==> src/verilog/mfirq_pkg.sv <==
/*
 Constants for the multi-function interrupt register block: register offsets,
 field positions, implemented-bit masks, reset values and controller states.
 Assumes an 8-bit register port and three multi-function groups.
*/
`default_nettype none

package mfirq_pkg;

    localparam int MFIRQ_AW = 8;
    localparam int MFIRQ_DW = 8;
    localparam int MFIRQ_NSUB = 4;
    localparam int MFIRQ_NGRP = 3;

    localparam logic [7:0] MFIRQ_OFS_GRP3 = 8'h00;
    localparam logic [7:0] MFIRQ_OFS_SUB0 = 8'h01;
    localparam logic [7:0] MFIRQ_OFS_CTRL = 8'h05;
    localparam logic [7:0] MFIRQ_OFS_STAT = 8'h06;
    localparam logic [7:0] MFIRQ_OFS_MASK = 8'h07;

    // Flags sit in the upper nibble, enables in the lower, same order
    localparam int MFIRQ_FLAG_LSB = 4;
    localparam int MFIRQ_EN_LSB = 0;
    localparam int MFIRQ_SRC_W = 3;

    localparam logic [7:0] MFIRQ_GRP_IMPL = 8'h77;
    localparam logic [3:0][7:0] MFIRQ_SUB_IMPL = {8'h77, 8'h33, 8'h33, 8'h33};
    localparam logic [7:0] MFIRQ_RST = 8'h00;

    // Group k collects the sub-registers whose bits are set in entry k
    localparam logic [2:0][3:0] MFIRQ_GRP_MAP = {4'h8, 4'h6, 4'h1};

    localparam int MFIRQ_CTRL_GIE_BIT = 0;
    localparam int MFIRQ_CTRL_BUSY_BIT = 1;
    localparam logic MFIRQ_GIE_RST = 1'b0;

    typedef enum logic [2:0]
    {
        MFIRQ_IDLE = 3'b001,
        MFIRQ_REQ = 3'b010,
        MFIRQ_SERV = 3'b100
    } mfirq_state_type;

endpackage

`default_nettype wire

==> src/verilog/mfirq_sub_if.sv <==
/*
 Carrier between the controller and the sub-register bank.
 Assumes both ends run on the same clock.
*/
`timescale 1ns/10ps
`default_nettype none

interface mfirq_sub_if;
    logic [3:0] wr_sel;
    logic [7:0] wdata;
    logic [3:0][7:0] set_ev;
    logic [3:0][7:0] value;
    logic [3:0] pend;

    modport regs
    (
        input wr_sel,
        input wdata,
        input set_ev,
        output value,
        output pend
    );

    modport ctl
    (
        output wr_sel,
        output wdata,
        output set_ev,
        input value,
        input pend
    );
endinterface

`default_nettype wire

==> src/verilog/mfirq_ctrl.sv <==
/*
 Multi-function interrupt controller: group control register, sub-register bank,
 global enable, service handshake with the core, and a sticky status interrupt.
 Assumes a synchronous register port with one-cycle strobes and pulse events.
*/
// Our own choices: the register offsets and the address-and-strobe port.
// What this block does
// - Group 5, 4, 3 request flags live in bits 6, 5, 4 of group control.
// - Group 5, 4, 3 enables live in bits 2, 1, 0 of group control.
// - Unimplemented bits always read back as zero.
// - First sub-register: EEPROM flag bit 5, conversion-done flag bit 4.
// - First sub-register: EEPROM enable bit 1, conversion-done enable bit 0.
// - Second sub-register: periodic timer 0 compare A flag bit 5, P bit 4.
// - Second sub-register: periodic timer 0 compare A enable bit 1, P bit 0.
// - Third sub-register: standard timer 0 compare A flag bit 5, P bit 4.
// - Third sub-register: standard timer 0 compare A enable bit 1, P bit 0.
// - Fourth sub-register: serial 0 flag bit 6, enable bit 2.
// - Fourth sub-register: standard timer 1 flags bits 5, 4, enables 1, 0.
// - A source event sets its flag whatever its enable says.
// - Only an enabled pending request may raise a service request.
// - With the global enable low no interrupt is serviced.
// - Service entry clears the global enable; new events still latch.
`timescale 1ns/10ps
`default_nettype none

module mfirq_ctrl
    import mfirq_pkg::*;
(
    input wire logic clock,
    input wire logic rstn,
    input wire logic [MFIRQ_AW-1:0] reg_addr,
    input wire logic [MFIRQ_DW-1:0] reg_wdata,
    input wire logic reg_wr,
    input wire logic reg_rd,
    output logic [MFIRQ_DW-1:0] reg_rdata,
    input wire logic eeprom_ev,
    input wire logic conv_done_ev,
    input wire logic ptimer0_cmpa_ev,
    input wire logic ptimer0_cmpp_ev,
    input wire logic stimer0_cmpa_ev,
    input wire logic stimer0_cmpp_ev,
    input wire logic serial0_ev,
    input wire logic stimer1_cmpa_ev,
    input wire logic stimer1_cmpp_ev,
    input wire logic core_ack,
    input wire logic core_reti,
    output logic core_irq_req,
    output logic [MFIRQ_NGRP-1:0] core_vector,
    output logic irq
);

    mfirq_sub_if sub_bus();

    mfirq_subregs u_subregs
    (
        .clock(clock),
        .rstn(rstn),
        .sub(sub_bus.regs)
    );

    mfirq_state_type st_q;
    mfirq_state_type st_d;
    logic [7:0] grp_q;
    logic [7:0] grp_d;
    logic gie_q;
    logic gie_d;
    logic [2:0] stat_q;
    logic [2:0] stat_d;
    logic [2:0] mask_q;
    logic [2:0] mask_d;
    logic [2:0] vec_q;
    logic [2:0] vec_d;
    logic req_q;
    logic req_d;
    logic irq_q;
    logic [7:0] rdata_q;
    logic [7:0] rdata_d;

    // Register decode
    wire sel_grp = reg_addr == MFIRQ_OFS_GRP3;
    wire sel_ctrl = reg_addr == MFIRQ_OFS_CTRL;
    wire sel_stat = reg_addr == MFIRQ_OFS_STAT;
    wire sel_mask = reg_addr == MFIRQ_OFS_MASK;
    wire [3:0] sel_sub;
    wire wr_grp = reg_wr && sel_grp;
    wire wr_ctrl = reg_wr && sel_ctrl;
    wire wr_stat = reg_wr && sel_stat;
    wire wr_mask = reg_wr && sel_mask;

    genvar s;
    generate
        for (s = 0; s < MFIRQ_NSUB; s++)
        begin : g_sel
            assign sel_sub[s] = reg_addr == (MFIRQ_OFS_SUB0 + 8'(s));
        end
    endgenerate

    assign sub_bus.wr_sel = reg_wr ? sel_sub : 4'h0;
    assign sub_bus.wdata = reg_wdata;

    // Event pulses placed at their flag positions
    assign sub_bus.set_ev[0] = {2'b00, eeprom_ev, conv_done_ev, 4'h0};
    assign sub_bus.set_ev[1] = {2'b00, ptimer0_cmpa_ev, ptimer0_cmpp_ev, 4'h0};
    assign sub_bus.set_ev[2] = {2'b00, stimer0_cmpa_ev, stimer0_cmpp_ev, 4'h0};
    assign sub_bus.set_ev[3] = {1'b0, serial0_ev, stimer1_cmpa_ev, stimer1_cmpp_ev, 4'h0};

    // Group requests from the enabled sub-sources
    wire [2:0] grp_src;
    genvar k;
    generate
        for (k = 0; k < MFIRQ_NGRP; k++)
        begin : g_grp
            assign grp_src[k] = |(sub_bus.pend & MFIRQ_GRP_MAP[k]);
        end
    endgenerate

    wire [2:0] grp_flag = grp_q[MFIRQ_FLAG_LSB +: MFIRQ_SRC_W];
    wire [2:0] grp_en = grp_q[MFIRQ_EN_LSB +: MFIRQ_SRC_W];
    wire [2:0] grp_pend = grp_flag & grp_en;
    wire [2:0] grp_pick = grp_pend & (~grp_pend + 3'd1);
    wire any_pend = |grp_pend;

    // Handshake events
    wire in_idle = st_q == MFIRQ_IDLE;
    wire in_req = st_q == MFIRQ_REQ;
    wire in_serv = st_q == MFIRQ_SERV;
    wire still_valid = gie_q && (|(grp_pend & vec_q));
    wire entry = in_req && core_ack && still_valid;
    wire withdraw = in_req && !core_ack && !still_valid;
    wire leave = in_serv && core_reti;

    // Group 3 is the highest priority; entry acknowledges the chosen group flag
    wire [7:0] grp_ack_clr = entry ? {1'b0, vec_q, 4'h0} : 8'h00;
    wire [7:0] grp_base = wr_grp ? reg_wdata : grp_q;
    wire [7:0] grp_set = {1'b0, grp_src, 4'h0};
    assign grp_d = ((grp_base & ~grp_ack_clr) | grp_set) & MFIRQ_GRP_IMPL;

    // Entry clears the global enable over everything else; return restores it
    assign gie_d = entry ? 1'b0 : leave ? 1'b1 : wr_ctrl ? reg_wdata[MFIRQ_CTRL_GIE_BIT] : gie_q;

    always_comb
    begin
        st_d = st_q;
        vec_d = vec_q;
        req_d = req_q;
        unique case (st_q)
            MFIRQ_IDLE:
            begin
                if (gie_q && any_pend)
                begin
                    st_d = MFIRQ_REQ;
                    vec_d = grp_pick;
                    req_d = 1'b1;
                end
            end
            MFIRQ_REQ:
            begin
                if (entry)
                begin
                    st_d = MFIRQ_SERV;
                    req_d = 1'b0;
                end
                else if (withdraw || (core_ack && !still_valid))
                begin
                    st_d = MFIRQ_IDLE;
                    req_d = 1'b0;
                end
            end
            MFIRQ_SERV:
            begin
                if (core_reti)
                    st_d = MFIRQ_IDLE;
            end
            default:
            begin
                st_d = MFIRQ_IDLE;
                req_d = 1'b0;
            end
        endcase
    end

    // Sticky status: a group flag going high; set beats a write-one clear
    wire [2:0] stat_ev = grp_d[MFIRQ_FLAG_LSB +: MFIRQ_SRC_W] & ~grp_flag;
    wire [2:0] stat_clr = wr_stat ? reg_wdata[2:0] : 3'h0;
    assign stat_d = (stat_q & ~stat_clr) | stat_ev;
    assign mask_d = wr_mask ? reg_wdata[2:0] : mask_q;

    // Read mux; unmapped addresses answer zero
    wire [7:0] ctrl_val = {6'h00, in_serv, gie_q};
    wire [7:0] sub_val = sel_sub[0] ? sub_bus.value[0] :
                         sel_sub[1] ? sub_bus.value[1] :
                         sel_sub[2] ? sub_bus.value[2] :
                         sel_sub[3] ? sub_bus.value[3] : 8'h00;
    wire [7:0] rd_val = sel_grp ? grp_q :
                        sel_ctrl ? ctrl_val :
                        sel_stat ? {5'h00, stat_q} :
                        sel_mask ? {5'h00, mask_q} : sub_val;
    assign rdata_d = reg_rd ? rd_val : 8'h00;

    always_ff @(posedge clock or negedge rstn)
    begin
        if (!rstn)
        begin
            st_q <= MFIRQ_IDLE;
            grp_q <= MFIRQ_RST;
            gie_q <= MFIRQ_GIE_RST;
            vec_q <= 3'h0;
            req_q <= 1'b0;
        end
        else
        begin
            st_q <= st_d;
            grp_q <= grp_d;
            gie_q <= gie_d;
            vec_q <= vec_d;
            req_q <= req_d;
        end
    end

    always_ff @(posedge clock or negedge rstn)
    begin
        if (!rstn)
        begin
            stat_q <= 3'h0;
            mask_q <= 3'h0;
            irq_q <= 1'b0;
            rdata_q <= 8'h00;
        end
        else
        begin
            stat_q <= stat_d;
            mask_q <= mask_d;
            irq_q <= |(stat_d & mask_d);
            rdata_q <= rdata_d;
        end
    end

    assign reg_rdata = rdata_q;
    assign core_irq_req = req_q;
    assign core_vector = vec_q;
    assign irq = irq_q;
endmodule

`default_nettype wire

==> src/verilog/mfirq_subregs.sv <==
/*
 Bank of the four multi-function sub-registers: flag and enable bits per source.
 Assumes single-cycle write selects and one-cycle event pulses in flag positions.
*/
`timescale 1ns/10ps
`default_nettype none

module mfirq_subregs
    import mfirq_pkg::*;
(
    input wire logic clock,
    input wire logic rstn,
    mfirq_sub_if.regs sub
);

    genvar g;
    generate
        for (g = 0; g < MFIRQ_NSUB; g++)
        begin : g_sub
            logic [7:0] val_q;
            logic [7:0] val_d;
            logic [7:0] base;

            // A hardware set is ORed last so it beats a software clear
            assign base = sub.wr_sel[g] ? sub.wdata : val_q;
            assign val_d = (base | sub.set_ev[g]) & MFIRQ_SUB_IMPL[g];
            assign sub.value[g] = val_q;
            assign sub.pend[g] = |(val_q[MFIRQ_FLAG_LSB +: MFIRQ_SRC_W]
                & val_q[MFIRQ_EN_LSB +: MFIRQ_SRC_W]);

            always_ff @(posedge clock or negedge rstn)
            begin
                if (!rstn)
                    val_q <= MFIRQ_RST;
                else
                    val_q <= val_d;
            end

        end
    endgenerate
endmodule

`default_nettype wire

==> config.mk <==
export PLATFORM = sky130hd
export DESIGN_NAME = mfirq_ctrl
export DESIGN_NICKNAME = d
export VERILOG_FILES = /design/src/verilog/mfirq_pkg.sv /design/src/verilog/mfirq_sub_if.sv /design/src/verilog/mfirq_ctrl.sv /design/src/verilog/mfirq_subregs.sv
export SDC_FILE = /design/constraint.sdc
export NUM_CORES = 1
export LEC_CHECK = 0
export ABC_CLOCK_PERIOD_IN_PS = 3700
export BUFFER_PORTS_ARGS = -buffer_cell sky130_fd_sc_hd__buf_2
export CORE_MARGIN = 2
export CORE_UTILIZATION = 27
export CTS_BUF_LIST = sky130_fd_sc_hd__clkbuf_4 sky130_fd_sc_hd__clkbuf_8
export CTS_CLUSTER_SIZE = 30
export DETAILED_ROUTE_END_ITERATION = 6
export GPL_TIMING_DRIVEN = 1
export PLACE_DENSITY_LB_ADDON = 0.25
export SETUP_SLACK_MARGIN = 0.5
export SYNTH_ARGS = -nofsm -noshare
export SYNTH_HDL_FRONTEND = slang
export SYNTH_SLANG_ARGS = --single-unit
==> constraint.sdc <==
create_clock -name clock -period 3.7 [get_ports clock]
set_input_delay 0.185 -clock clock [delete_from_list [all_inputs] [get_ports clock]]
set_output_delay 0.185 -clock clock [all_outputs]
set_load 0.05 [all_outputs]
=== Yosys cells after proc, flatten, opt, wreduce, memory -nomap -nowiden ===
Cells that the tools add are included.

* Bits in registers: 46
* Bits of input ports: 31
* Logic and storage cells: 105

* Add/sub/neg operators: 1
* Equality and inequality tests: 13
* Muxes and demuxes: 30
* Bitwise gates (word level): 22
* Reductions and logical operators: 26

{| class="wikitable"
|+ Operators by type and width
! cell !! count
|-
| $mux 7 || 12
|-
| $eq 8x3->1 const B || 4
|-
| $and 3x3->3 || 7
|-
| $mux 3 || 6
|-
| $mux 6 || 3
|-
| $or 6x6->6 || 3
|-
| $eq 8x2->1 const B || 2
|-
| $reduce_or 3->1 || 5
|-
| $or 7x7->7 || 2
|-
| $logic_and 1x1->1 || 12
|-
| $not 3->3 || 3
|-
| $pmux 3 s3 || 1
|-
| $eq 8x1->1 const B || 1
|-
| $logic_not 8->1 || 1
|-
| $and 7x7->7 || 1
|-
| $not 7->7 || 1
|-
| $and 2x2->2 || 3
|-
| $mux 1 || 6
|-
| $reduce_and 3->1 || 2
|-
| $reduce_or 6->1 || 1
|-
| $mux 4 || 1
|-
| $add 3x1->3 const B || 1
|-
| $eq 3x1->1 const B || 1
|-
| $eq 3x2->1 const B || 1
|-
| 11 further kinds || 12
|}

=== Depth between registers and ports, before layout ===
Gate-level depths: netlist (run 1).

* Depth after elaboration: 13
* Depth in mapped cells: 7
* Gate-level depth less buffers: 5

=== Modules after synthesis ===
Synthesis (run 1) repeated with hierarchy kept, for this count alone.

* Cells, all modules: 280
* Area, all modules: 2763.9 um^2

{| class="wikitable"
|+ By module, submodules not included
! module !! instances !! cells an instance !! area an instance (um^2) !! seq. area each (um^2)
|-
| mfirq_ctrl || 1 || 205 || 1870.5 || 726.9
|-
| mfirq_subregs || 1 || 75 || 893.4 || 450.4
|}

=== Least setup slack after synthesis (run 1) ===
Ideal clock, no wire load.

* Path kind: register to register
* Start: register vec_q[2], in the netlist core_vector[2]
* End: register irq_q, in the netlist irq
* Library setup time: 126 ps
* Arrival: 1889 ps
* Setup slack: 1685 ps
* Cell stages (with the launch flop): 6
* Buffers on the path: 0
* Cells stage by stage: dfrtp_1 > nand3_1 > a31oi_1 > nand3_1 > a41o_1 > a221o_1

* Word-level cells in the longest chain between the ends: 12

{| class="wikitable"
|+ Ends and longest elaborated chain
! element !! RTL line !! RTL
|-
| from (decl) || mfirq_ctrl.sv:71 || <nowiki>logic [2:0] vec_q;</nowiki>
|-
| from (signal assigned) || mfirq_ctrl.sv:215 || <nowiki>vec_q <= vec_d;</nowiki>
|-
| $and 3x3->3 || mfirq_ctrl.sv:127 || <nowiki>wire still_valid = gie_q && (|(grp_pend & vec_q));</nowiki>
|-
| $reduce_or 3->1 || mfirq_ctrl.sv:127 ||
|-
| $logic_and 1x1->1 || mfirq_ctrl.sv:127 ||
|-
| $logic_and 1x1->1 || mfirq_ctrl.sv:128 || <nowiki>wire entry = in_req && core_ack && still_valid;</nowiki>
|-
| $mux 7 || mfirq_ctrl.sv:133 || <nowiki>wire [7:0] grp_ack_clr = entry ? {1'b0, vec_q, 4'h0} : 8'h00;</nowiki>
|-
| $not 7->7 || mfirq_ctrl.sv:136 || <nowiki>assign grp_d = ((grp_base & ~grp_ack_clr) | grp_set) & MFIRQ_GRP_IMPL;</nowiki>
|-
| $and 7x7->7 || mfirq_ctrl.sv:136 ||
|-
| $or 7x7->7 || mfirq_ctrl.sv:136 ||
|-
| $and 3x3->3 || mfirq_ctrl.sv:183 || <nowiki>wire [2:0] stat_ev = grp_d[MFIRQ_FLAG_LSB +: MFIRQ_SRC_W] & ~grp_flag;</nowiki>
|-
| $or 3x3->3 || mfirq_ctrl.sv:185 || <nowiki>assign stat_d = (stat_q & ~stat_clr) | stat_ev;</nowiki>
|-
| via stat_d[0] || mfirq_ctrl.sv:68 || <nowiki>logic [2:0] stat_d;</nowiki>
|-
| $and 3x3->3 || mfirq_ctrl.sv:233 || <nowiki>irq_q <= |(stat_d & mask_d);</nowiki>
|-
| $reduce_or 3->1 || mfirq_ctrl.sv:233 ||
|-
| to (signal assigned) || mfirq_ctrl.sv:233 ||
|-
| to (decl) || mfirq_ctrl.sv:75 || <nowiki>logic irq_q;</nowiki>
|}

The timed path passes the listed nets, and every way through them passes these cells.
A chain may end at the register's enable or synchronous reset.

=== Worst setup path after layout (run 1) ===
* Start: register st_q[2]
* End: register irq_q, in the netlist irq

* Word-level cells in the longest chain between the ends: 11

{| class="wikitable"
|+ Ends and longest elaborated chain
! element !! RTL line !! RTL
|-
| from (decl) || mfirq_ctrl.sv:61 || <nowiki>mfirq_state_type st_q;</nowiki>
|-
| from (signal assigned) || mfirq_ctrl.sv:212 || <nowiki>st_q <= st_d;</nowiki>
|-
| $eq 3x2->1 || mfirq_ctrl.sv:125 || <nowiki>wire in_req = st_q == MFIRQ_REQ;</nowiki>
|-
| $logic_and 1x1->1 (2 in series) || mfirq_ctrl.sv:128 ||
|-
| $mux 7 || mfirq_ctrl.sv:133 ||
|-
| $not 7->7 || mfirq_ctrl.sv:136 ||
|-
| $and 7x7->7 || mfirq_ctrl.sv:136 ||
|-
| $or 7x7->7 || mfirq_ctrl.sv:136 ||
|-
| $and 3x3->3 || mfirq_ctrl.sv:183 ||
|-
| $or 3x3->3 || mfirq_ctrl.sv:185 ||
|-
| via stat_d[0] || mfirq_ctrl.sv:68 ||
|-
| $and 3x3->3 || mfirq_ctrl.sv:233 ||
|-
| $reduce_or 3->1 || mfirq_ctrl.sv:233 ||
|}

The timed path passes the listed nets, and every way through them passes these cells.

==> impl_metrics.toml, run 1 <==
[placement]
hpwl_um = 4830
portBuffers = 39
gp_congestion = 0.830

[drt]
first_pass_iters = 5
ant_nets = 0
wirelength_um = 6430
wire_per_inst_um = 16.7
routed_via_density = 5.09
drcViolationCount = 0
dr_total_vias = 1966
drt_iter0_drc = 155

[clock_tree]
cts_hold_buf = 0
cts_root_buf = "clkbuf_8"
cts_resized = 0
clk_pin_slew_worst_paths_ps = 80
insertion_delay_ps = 300
cts_max_level = 2
clockBufferDepth = 2
post-cts-setup-buffers = 0
cts_tree = "yes"
cts.sinks = 45
cts_buffers = 5

[logic_synthesis]
synth_edf_count = 0
synth_area_um2 = 2360
synth_warnings = 0
syn_inst = 238
async_reset_ff_share_pct = 100
synth_seq_cells = 45
ys.flop_type = "dfrtp_1"
synth.avg_cell_area_um2 = 9.93
ys_seq_area_share_pct = 47.7
synth_cell_types = 51

[sta]
maxSlewViolCount = 0
rsz0062_at_grt = "no"
fin_worst_skew_ps = 6.71
min_period_ps = 2070
clock.fmax_mhz = 484
slew-limit-headroom_pct = 31.2
fin_crit_sh_pct = 55.9
tightest_slew_ps = 1030
tns_ps = 0
finalHoldViolations = 0
setup_viol = 0

[pwr]
totalPowerFinal_w = 0.00103
power.density_nw_per_um2 = 374
leakage_nw = 1.25
vdd_drop_max_v = 0.000187
netSwitchingFraction_pct = 29.2
comb_power_share_pct = 15.6
p_int_w = 0.000732
seqPwrFrac_pct = 51.7
clkPwrFrac_pct = 32.7
p_sw_w = 0.000301

[final_layout]
final_cell_mix = "44 x dfrtp_1, 39 x buf_2, 24 x nand2_1"
finalCoreUtilization_pct = 32.1
drive_above_1_share_pct = 22.3
areaGrowthSynthToFinish_pct = 16.7
antenna_cells = 0
finish.net_count = 308
fillers = 924
final_common_cell = "dfrtp_1"

[worst_setup_path]
path_class = "reg2reg"
crit_path_end_kind = "register"
worstSetupStartpointType = "register"
cp_num_buf_inv = 0
cp.required_ps = 3890
ff2ff_setup_slack_ps = 1630
slowest_stage = "a31oi_1"
crit_chain = "nand4bb_1 -> a31oi_1 -> nand3_1 -> a41o_1 -> a221o_1"
cpLargestDelayFamily = "compound AO/OA/AOI/OAI gates"
max_stage_delay_ps = 460
arrival_ps = 2260
r2r_cells = 5
path_depth = 5
path_max_fanout = 7

[global_routing]
grt_pass1_vias = 1927
grt_util_all_layers_pct = 14.1
gr-total-overflow = 0
grt_max_degree = 46
antenna_found_initial = 0
grt_pass1_wl_um = 10400

[floorplanning]
ios = 44
initial_utilization_pct = 27.5
dieArea_um2 = 9520
die_h_um = 97.6
fp.dieW_um = 97.6
core_area_um2 = 8590
core.rowCount = 34

[run_status]
status = "finished clean"

[hold_path]
holdCritPathClass = "in2async"

[run]
maxCapViolCount = 0
[routing by layer]
metal | share of wire, % | track usage, % | up-vias
met4 | 1.5 | 4.59 | 0
met1 | 49 | 20.6 | 960
met5 | 0 | 0 | -
met3 | 5.3 | 2.88 | 6
met2 | 44 | 21.1 | 64
li1 | - | - | 936
[worst paths after layout]
| path | from | endpoint |
|---|---|---|
| max | st_q[2] | irq |
| min | rstn | grp_q[6] |
| max reg2reg | st_q[2] | irq |
| min reg2reg | core_irq_req | core_irq_req |
| max in group asynchronous | rstn | u_subregs.g_sub[1].val_q[1] |
| min in group clock | serial0_ev | u_subregs.g_sub[3].val_q[6] |
[worst register-to-register path, stage by stage, from the launching register on]
cell and delay (ps):
dfrtp_1 430, nand4bb_1 210, a31oi_1 460, nand3_1 200
a41o_1 300, a221o_1 360
[power by group through the flow]
stage | Combinational [W] | Clock, W | Sequential [W]
2_1_floorplan | 0.0000644 | 0 | 0.000578
3_3_place_gp | 0.000162 | 0 | 0.000543
3_5_place_dp | 0.000162 | 0 | 0.000543
4_1_cts | 0.000162 | 0.000344 | 0.000534
5_1_grt | 0.000177 | 0.000363 | 0.000538
6_report | 0.000161 | 0.000338 | 0.000534
[stage by stage]
| stage | hold WS (ps) | instance area, µm² | setup slack, ps | cells |
|---|---|---|---|---|
| floorplan | -111 | 2370 | 1690 | 239 |
| global placement | 372 | 2660 | 1520 | 378 |
| detailed placement | 377 | 2660 | 1540 | 378 |
| CTS | 58.8 | 2760 | 1630 | 386 |
| global route | 58.1 | 2760 | 1460 | 386 |
| finish | 58.0 | 2760 | 1630 | 386 |
[synthesized netlist by cell type, drive strengths merged, types with 2 or more instances]
cell type,number,area (µm²)
nand3,14,70.1
o21bai,2,15.0
o31ai,4,30.0
buf,4,25.0
o21ai,13,65.1
o22ai,4,25.0
or3,2,12.5
mux2,12,135
a211o,6,52.6
mux4,2,45.0
mux2i,8,80.1
a21o,3,22.5
and2,3,18.8
nor2,15,63.8
a21oi,10,50.1
a21boi,2,15.0
a22oi,3,22.5
nand2b,5,31.3
clkbuf,5,18.8
inv,15,56.3
nor2b,3,18.8
nand4,5,31.3
nand2,24,90.1
nand3b,3,22.5
dfrtp,44,1100
and3,3,18.8
o2bb2ai,2,17.5
nor3,2,10.0
a41o,2,20.0
[registers in the layout (all words and copies together), names as in the netlist]
register               flops
stat_q                     3
grp_q                      6
st_q                       3
core_vector                3
u_subregs.g_sub.val_q     18
irq                        1
gie_q                      1
mask_q                     3
core_irq_req               1
reg_rdata                  6
[layout make-up]
type	instances	area (µm²)	share of cell area [%]
Clock buffer	8	97.6	3.54
Timing Repair Buffer	40	203	7.35
Inverter	15	56.3	2.04
Tap cell	108	135	4.90
Multi-Input combinational cell	170	1140	41.3
Sequential cell	45	1130	40.9
[cells by family (layout without fill, tap and decap cells)]
family          after synthesis  count (layout)  synth area share, %
other cells                   1               2                0.159
compound gates               59              59                 17.2
buf+inv                      24              63                 4.23
xor+xnor                      1               1                0.371
flops                        45              45                 47.7
simple gates                 86              86                 19.4
mux                          22              22                 11.0
Note: power is estimated with default switching activity, not from simulation.
==> run 2, diff against run 1 <==
--- a/config.mk
+++ b/config.mk
@@ -5,7 +5,7 @@
 export SDC_FILE = /design/constraint.sdc
 export NUM_CORES = 1
 export LEC_CHECK = 0
-export ABC_CLOCK_PERIOD_IN_PS = 3700
+export ABC_CLOCK_PERIOD_IN_PS = 1800
 export BUFFER_PORTS_ARGS = -buffer_cell sky130_fd_sc_hd__buf_2
 export CORE_MARGIN = 2
 export CORE_UTILIZATION = 27
==> constraint.sdc (replaced) <==
create_clock -name clock -period 1.8 [get_ports clock]
set_input_delay 0.09 -clock clock [delete_from_list [all_inputs] [get_ports clock]]
set_output_delay 0.09 -clock clock [all_outputs]
set_load 0.05 [all_outputs]
==> run 2 against run 1 <==
Compared with the run above: power is 140% higher; die area unchanged; worst setup slack worse by 1700 ps; first-iteration DRC count is 1.3% higher; worst hold slack worse by 46 ps; sequential power up 110%; the flow now finishes with violations (negative setup slack); largest power group unchanged; sequential share of layout area fell by 9.1 points; clock power grew to 2.7 times the previous value; critical path depth rose by 1.
==> impl_metrics.toml, run 2 (synthesis gave the netlist of run 1 again) <==
[run_status]
status = "complete, but fails checks"
violations = "negative setup slack"

[drt]
drt_iter0_drc = 157
wire_per_inst_um = 16.5
wirelength_um = 7270
ant_nets = 0
drcViolationCount = 0
routed_via_density = 4.94
dr_total_vias = 2172
first_pass_iters = 4

[final_layout]
antenna_cells = 0
largest_reg_flops = 18
finish.net_count = 362
finalCoreUtilization_pct = 41.4
drive_above_1_share_pct = 44.6
fillers = 861
regMostFlops = "u_subregs.g_sub.val_q"
final_common_cell = "dfrtp_1"
final_cell_count_no_fill = 440
areaGrowthSynthToFinish_pct = 50.6
final_cell_mix = "41 x dfrtp_1, 37 x buf_2, 30 x buf_4"

[global_routing]
antenna_found_initial = 0
grt_max_degree = 31
grt_pass1_wl_um = 11900
grt_pass1_vias = 2189
grt_util_all_layers_pct = 15.8
gr-total-overflow = 0

[worst_setup_path]
slowest_stage = "a222oi_1"
worstSetupStartpointType = "register"
path_class = "reg2reg"
max_stage_delay_ps = 430
path_max_fanout = 2
arrival_ps = 2010
crit_chain = "a222oi_1 -> buf_4 -> o22ai_2 -> a21o_1 -> a41o_1 -> a221o_1"
crit_path_end_kind = "register"
rr_startpoint = "u_subregs.g_sub[3].val_q[5]"
cp.required_ps = 1980
crit_start = "u_subregs.g_sub[3].val_q[5]"

[sta]
min_period_ps = 1830
clock.fmax_mhz = 546
maxSlewViolCount = 0
fin_crit_sh_pct = 102
fin_worst_skew_ps = 12.2
setup_viol = 1
rsz0062_at_grt = "yes"
finalWorstSetupSlack_ps = -30.5
finalHoldViolations = 0

[pwr]
seqPwrFrac_pct = 44.8
clkPwrFrac_pct = 37.1
leakage_nw = 1.61
power.density_nw_per_um2 = 691
netSwitchingFraction_pct = 27.2
totalPowerFinal_w = 0.00246
comb_power_share_pct = 18.2
vdd_drop_max_v = 0.000293
p_int_w = 0.00179
p_sw_w = 0.000669

[floorplanning]
fp.dieW_um = 97.6
core.rowCount = 34
dieArea_um2 = 9520
ios = 44
core_area_um2 = 8590
die_h_um = 97.6
initial_utilization_pct = 27.5

[placement]
detailedPlace.worstSlack_ps = -193
hpwl_um = 5420
placed_cells = 408
portBuffers = 39
gp_congestion = 0.866

[clock_tree]
cts_root_buf = "clkbuf_8"
cts.sinks = 45
clk_pin_slew_worst_paths_ps = 90
cts_max_level = 2
clockBufferDepth = 2
cts_tree = "yes"
cts_buffers = 5
insertion_delay_ps = 300

[hold_path]
hold_start = "core_reti"
holdCritPathClass = "in2reg"

[run]
maxCapViolCount = 0
[run 2: cell types whose count changed in the layout (fill, tap and decap cells not counted), moves of 6 or more]
cell | previous run | this run
dlygate4sd3_1 | 0 | 10
nand2_1 | 24 | 14
buf_6 | 0 | 17
mux2_4 | 0 | 6
nand2_2 | 0 | 7
buf_4 | 1 | 30
[run 2: critical path: cells and delay by family, from the launching register on]
kind,cells,cell delay (ps)
AO/OA/AOI/OAI,5,1130
flip-flops,1,380
buffers and inverters,1,190
[run 2: final timing paths]
path                                                     to  slack (ps)  cells after the start
worst max register to register                          irq         -30                      6
max in group asynchronous       u_subregs.g_sub[1].val_q[5]        1140                      3
min in group asynchronous                          grp_q[6]         110                      2
worst max-delay path                                    irq         -30                      6
worst min-delay path                                st_q[2]          10                      2
worst min register to register                 core_irq_req         500                      1
[run 2: power groups by stage]
stage          Clock, W  Combinational (W)  Sequential, W
2_1_floorplan         0           0.000138        0.00119
3_3_place_gp          0           0.000385        0.00111
3_5_place_dp          0           0.000386        0.00112
4_1_cts        0.000932           0.000428        0.00110
5_1_grt        0.000975           0.000484        0.00111
6_report       0.000911           0.000447        0.00110
[run 2: metrics by stage]
stage | TNS (ps) | hold WS, ps | area, µm²
2_1_floorplan | 0 | -206 | 2430
3_3_place_gp | -1070 | -116 | 2940
3_5_place_dp | -1430 | -112 | 2940
4_1_cts | -38.6 | 9.75 | 3400
5_1_grt | -66.1 | 53.7 | 3560
6_report | -30.5 | 11.6 | 3560
[run 2: per-layer routing]
layer	global-route usage, %	up-vias	routed length, µm	part of all wire [%]
met4	3.85	0	94	1.3
met5	0	-	0	0
met2	25.6	51	3500	48
li1	-	1054	-	-
met3	2.59	8	331	4.6
met1	22.1	1059	3350	46
[run 2: area by class of cell]
type,count,area (µm²),share of cell area (%)
Clock buffer,5,68.8,1.93
Clock inverter,3,65.1,1.83
Inverter,15,56.3,1.58
Multi-Input combinational cell,170,1400,39.3
Sequential cell,45,1130,31.8
Tap cell,108,135,3.80
Timing Repair Buffer,94,702,19.7
[run 2: what timing repair did]
item | in CTS | in global routing
hold endpoints to repair | 54 | 0
setup endpoints to repair | 26 | 32
pin swaps | 16 | 21
gates resized for setup | 37 | 29
setup buffers | 9 | 5
hold buffers | 10 | 0
==> run 3, diff against run 2 <==
--- a/config.mk
+++ b/config.mk
@@ -8,7 +8,7 @@
 export ABC_CLOCK_PERIOD_IN_PS = 1800
 export BUFFER_PORTS_ARGS = -buffer_cell sky130_fd_sc_hd__buf_2
 export CORE_MARGIN = 2
-export CORE_UTILIZATION = 27
+export CORE_UTILIZATION = 52
 export CTS_BUF_LIST = sky130_fd_sc_hd__clkbuf_4 sky130_fd_sc_hd__clkbuf_8
 export CTS_CLUSTER_SIZE = 30
 export DETAILED_ROUTE_END_ITERATION = 6
==> run 3 against run 2 <==
Compared with the run above: final cell count is 12% lower; count of clock-buffer cells in the layout up 3; global-route usage increased by 13 points; cell area fell by 0.39%; the flow now finishes without violations; worst setup slack improved by 39 ps; combinational power increased by 4%; worst hold slack about the same; register-to-register slack better by 40 ps; wire length increased by 15%; clock skew about the same.
==> impl_metrics.toml, run 3 (synthesis gave the netlist of run 1 again) <==
[run_status]
status = "finished clean"

[pwr]
power.density_nw_per_um2 = 636
totalPowerFinal_w = 0.00226
vdd_drop_max_v = 0.000543
leakage_nw = 1.60

[placement]
detailedPlace.worstSlack_ps = -142
placed_cells = 348
place_area_um2 = 2850
portBuffers = 39
hpwl_um = 4550
gp_congestion = 0.894

[worst_setup_path]
slowest_stage = "dfrtp_1"
path_class = "reg2reg"
max_stage_delay_ps = 470
worstSetupStartpointType = "register"
cp.required_ps = 1990
cp_num_buf_inv = 0
path_max_fanout = 3
crit_path_end_kind = "register"
crit_chain = "a22oi_2 -> o22ai_1 -> a21o_1 -> a41o_1 -> a221o_1"
cpLargestDelayFamily = "compound AO/OA/AOI/OAI gates"
arrival_ps = 1990

[clock_tree]
insertion_delay_ps = 310
clockBufferDepth = 2
cts_root_buf = "clkbuf_8"
cts_max_level = 2
clk_pin_slew_worst_paths_ps = 90
cts_buffers = 5
cts.sinks = 45
cts_tree = "yes"

[final_layout]
antenna_cells = 0
largest_reg_flops = 18
fillers = 224
final_cell_count_no_fill = 386
areaGrowthSynthToFinish_pct = 50.0
regMostFlops = "u_subregs.g_sub.val_q"
finish.net_count = 364
fin_area_um2 = 3540
drive_above_1_share_pct = 47.0
final_common_cell = "dfrtp_1"
final_cell_mix = "41 x dfrtp_1, 37 x buf_2, 26 x buf_4"

[global_routing]
antenna_found_initial = 0
grt_max_degree = 46
gr-total-overflow = 0
grt_util_all_layers_pct = 28.8
grt_pass1_vias = 2261
grt_pass1_wl_um = 11200

[sta]
finalWorstSetupSlack_ps = 8.82
fin_worst_skew_ps = 12.4
rsz0062_at_grt = "yes"
min_period_ps = 1790
tns_ps = 0
tightest_slew_ps = 743
maxSlewViolCount = 0
fin_crit_sh_pct = 99.5
finalHoldViolations = 0
slew-limit-headroom_pct = 50.3
clock.fmax_mhz = 558
setup_viol = 0

[drt]
dr_total_vias = 2544
first_pass_iters = 7
drt_iter0_drc = 365
routed_via_density = 6.59
drcViolationCount = 0
wirelength_um = 8350
wire_per_inst_um = 21.6
ant_nets = 0

[floorplanning]
die_h_um = 71.4
core_area_um2 = 4350
core.rowCount = 24
dieArea_um2 = 5100
ios = 44
fp.dieW_um = 71.4
initial_utilization_pct = 54.3

[hold_path]
holdCritPathClass = "in2reg"

[run]
maxCapViolCount = 0
run 3: area by class of cell:
cell class	count	area, µm²	area share [%]
clock buffer	8	91.3	2.58
timing repair buffer	96	748	21.1
multi-input combinational	170	1450	41.0
tap	52	65.1	1.84
sequential	45	1130	31.9
inverter	15	56.3	1.59
run 3: worst reg2reg max path: stages, from the launching register on:
cell	delay, ps
dfrtp_1	470
a22oi_2	310
o22ai_1	150
a21o_1	190
a41o_1	220
a221o_1	340
run 3: routing by layer:
layer,vias up,routed length (µm),global-route usage (%)
met5,-,0,0
met4,0,424,10.7
met3,50,774,5.63
met2,190,3920,46.3
met1,1245,3240,39.0
li1,1059,-,-
run 3: stage by stage:
step                      hold WS (ps)  util [%]
after floorplan                   -206         -
after global routing              46.0      81.4
final                             11.4      81.4
after detailed placement          88.6      65.5
after global placement            85.1      65.5
after CTS                         14.3      75.1
run 3: final timing paths:
path | startpoint | endpoint | slack (ps) | depth (start not counted)
setup / recovery | u_subregs.g_sub[0].val_q[4] | irq | 9 | 5
hold / removal | core_reti | st_q[2] | 10 | 2
setup reg to reg | u_subregs.g_sub[0].val_q[4] | irq | 9 | 5
hold reg to reg | core_irq_req | core_irq_req | 480 | 1
max in group asynchronous | rstn | st_q[0] | 1240 | 3
min in group asynchronous | rstn | u_subregs.g_sub[2].val_q[4] | 290 | 3
run 3: report_power, final:
| part | internal (W) | total [W] | switching (W) |
|---|---|---|---|
| clock network | 0.000322 | 0.000689 | 0.000367 |
| logic | 0.000179 | 0.000465 | 0.000287 |
| registers | 0.00106 | 0.00110 | 0.0000418 |
| total | 0.00156 | 0.00226 | 0.000695 |
run 3: timing repair:
item	CTS	global route
pin swaps	16	21
endpoints found under the hold margin	53	0
hold buffers	10	0
gates resized for setup	35	47
setup buffers	9	10
cloned	0	1
setup endpoints to repair	33	38
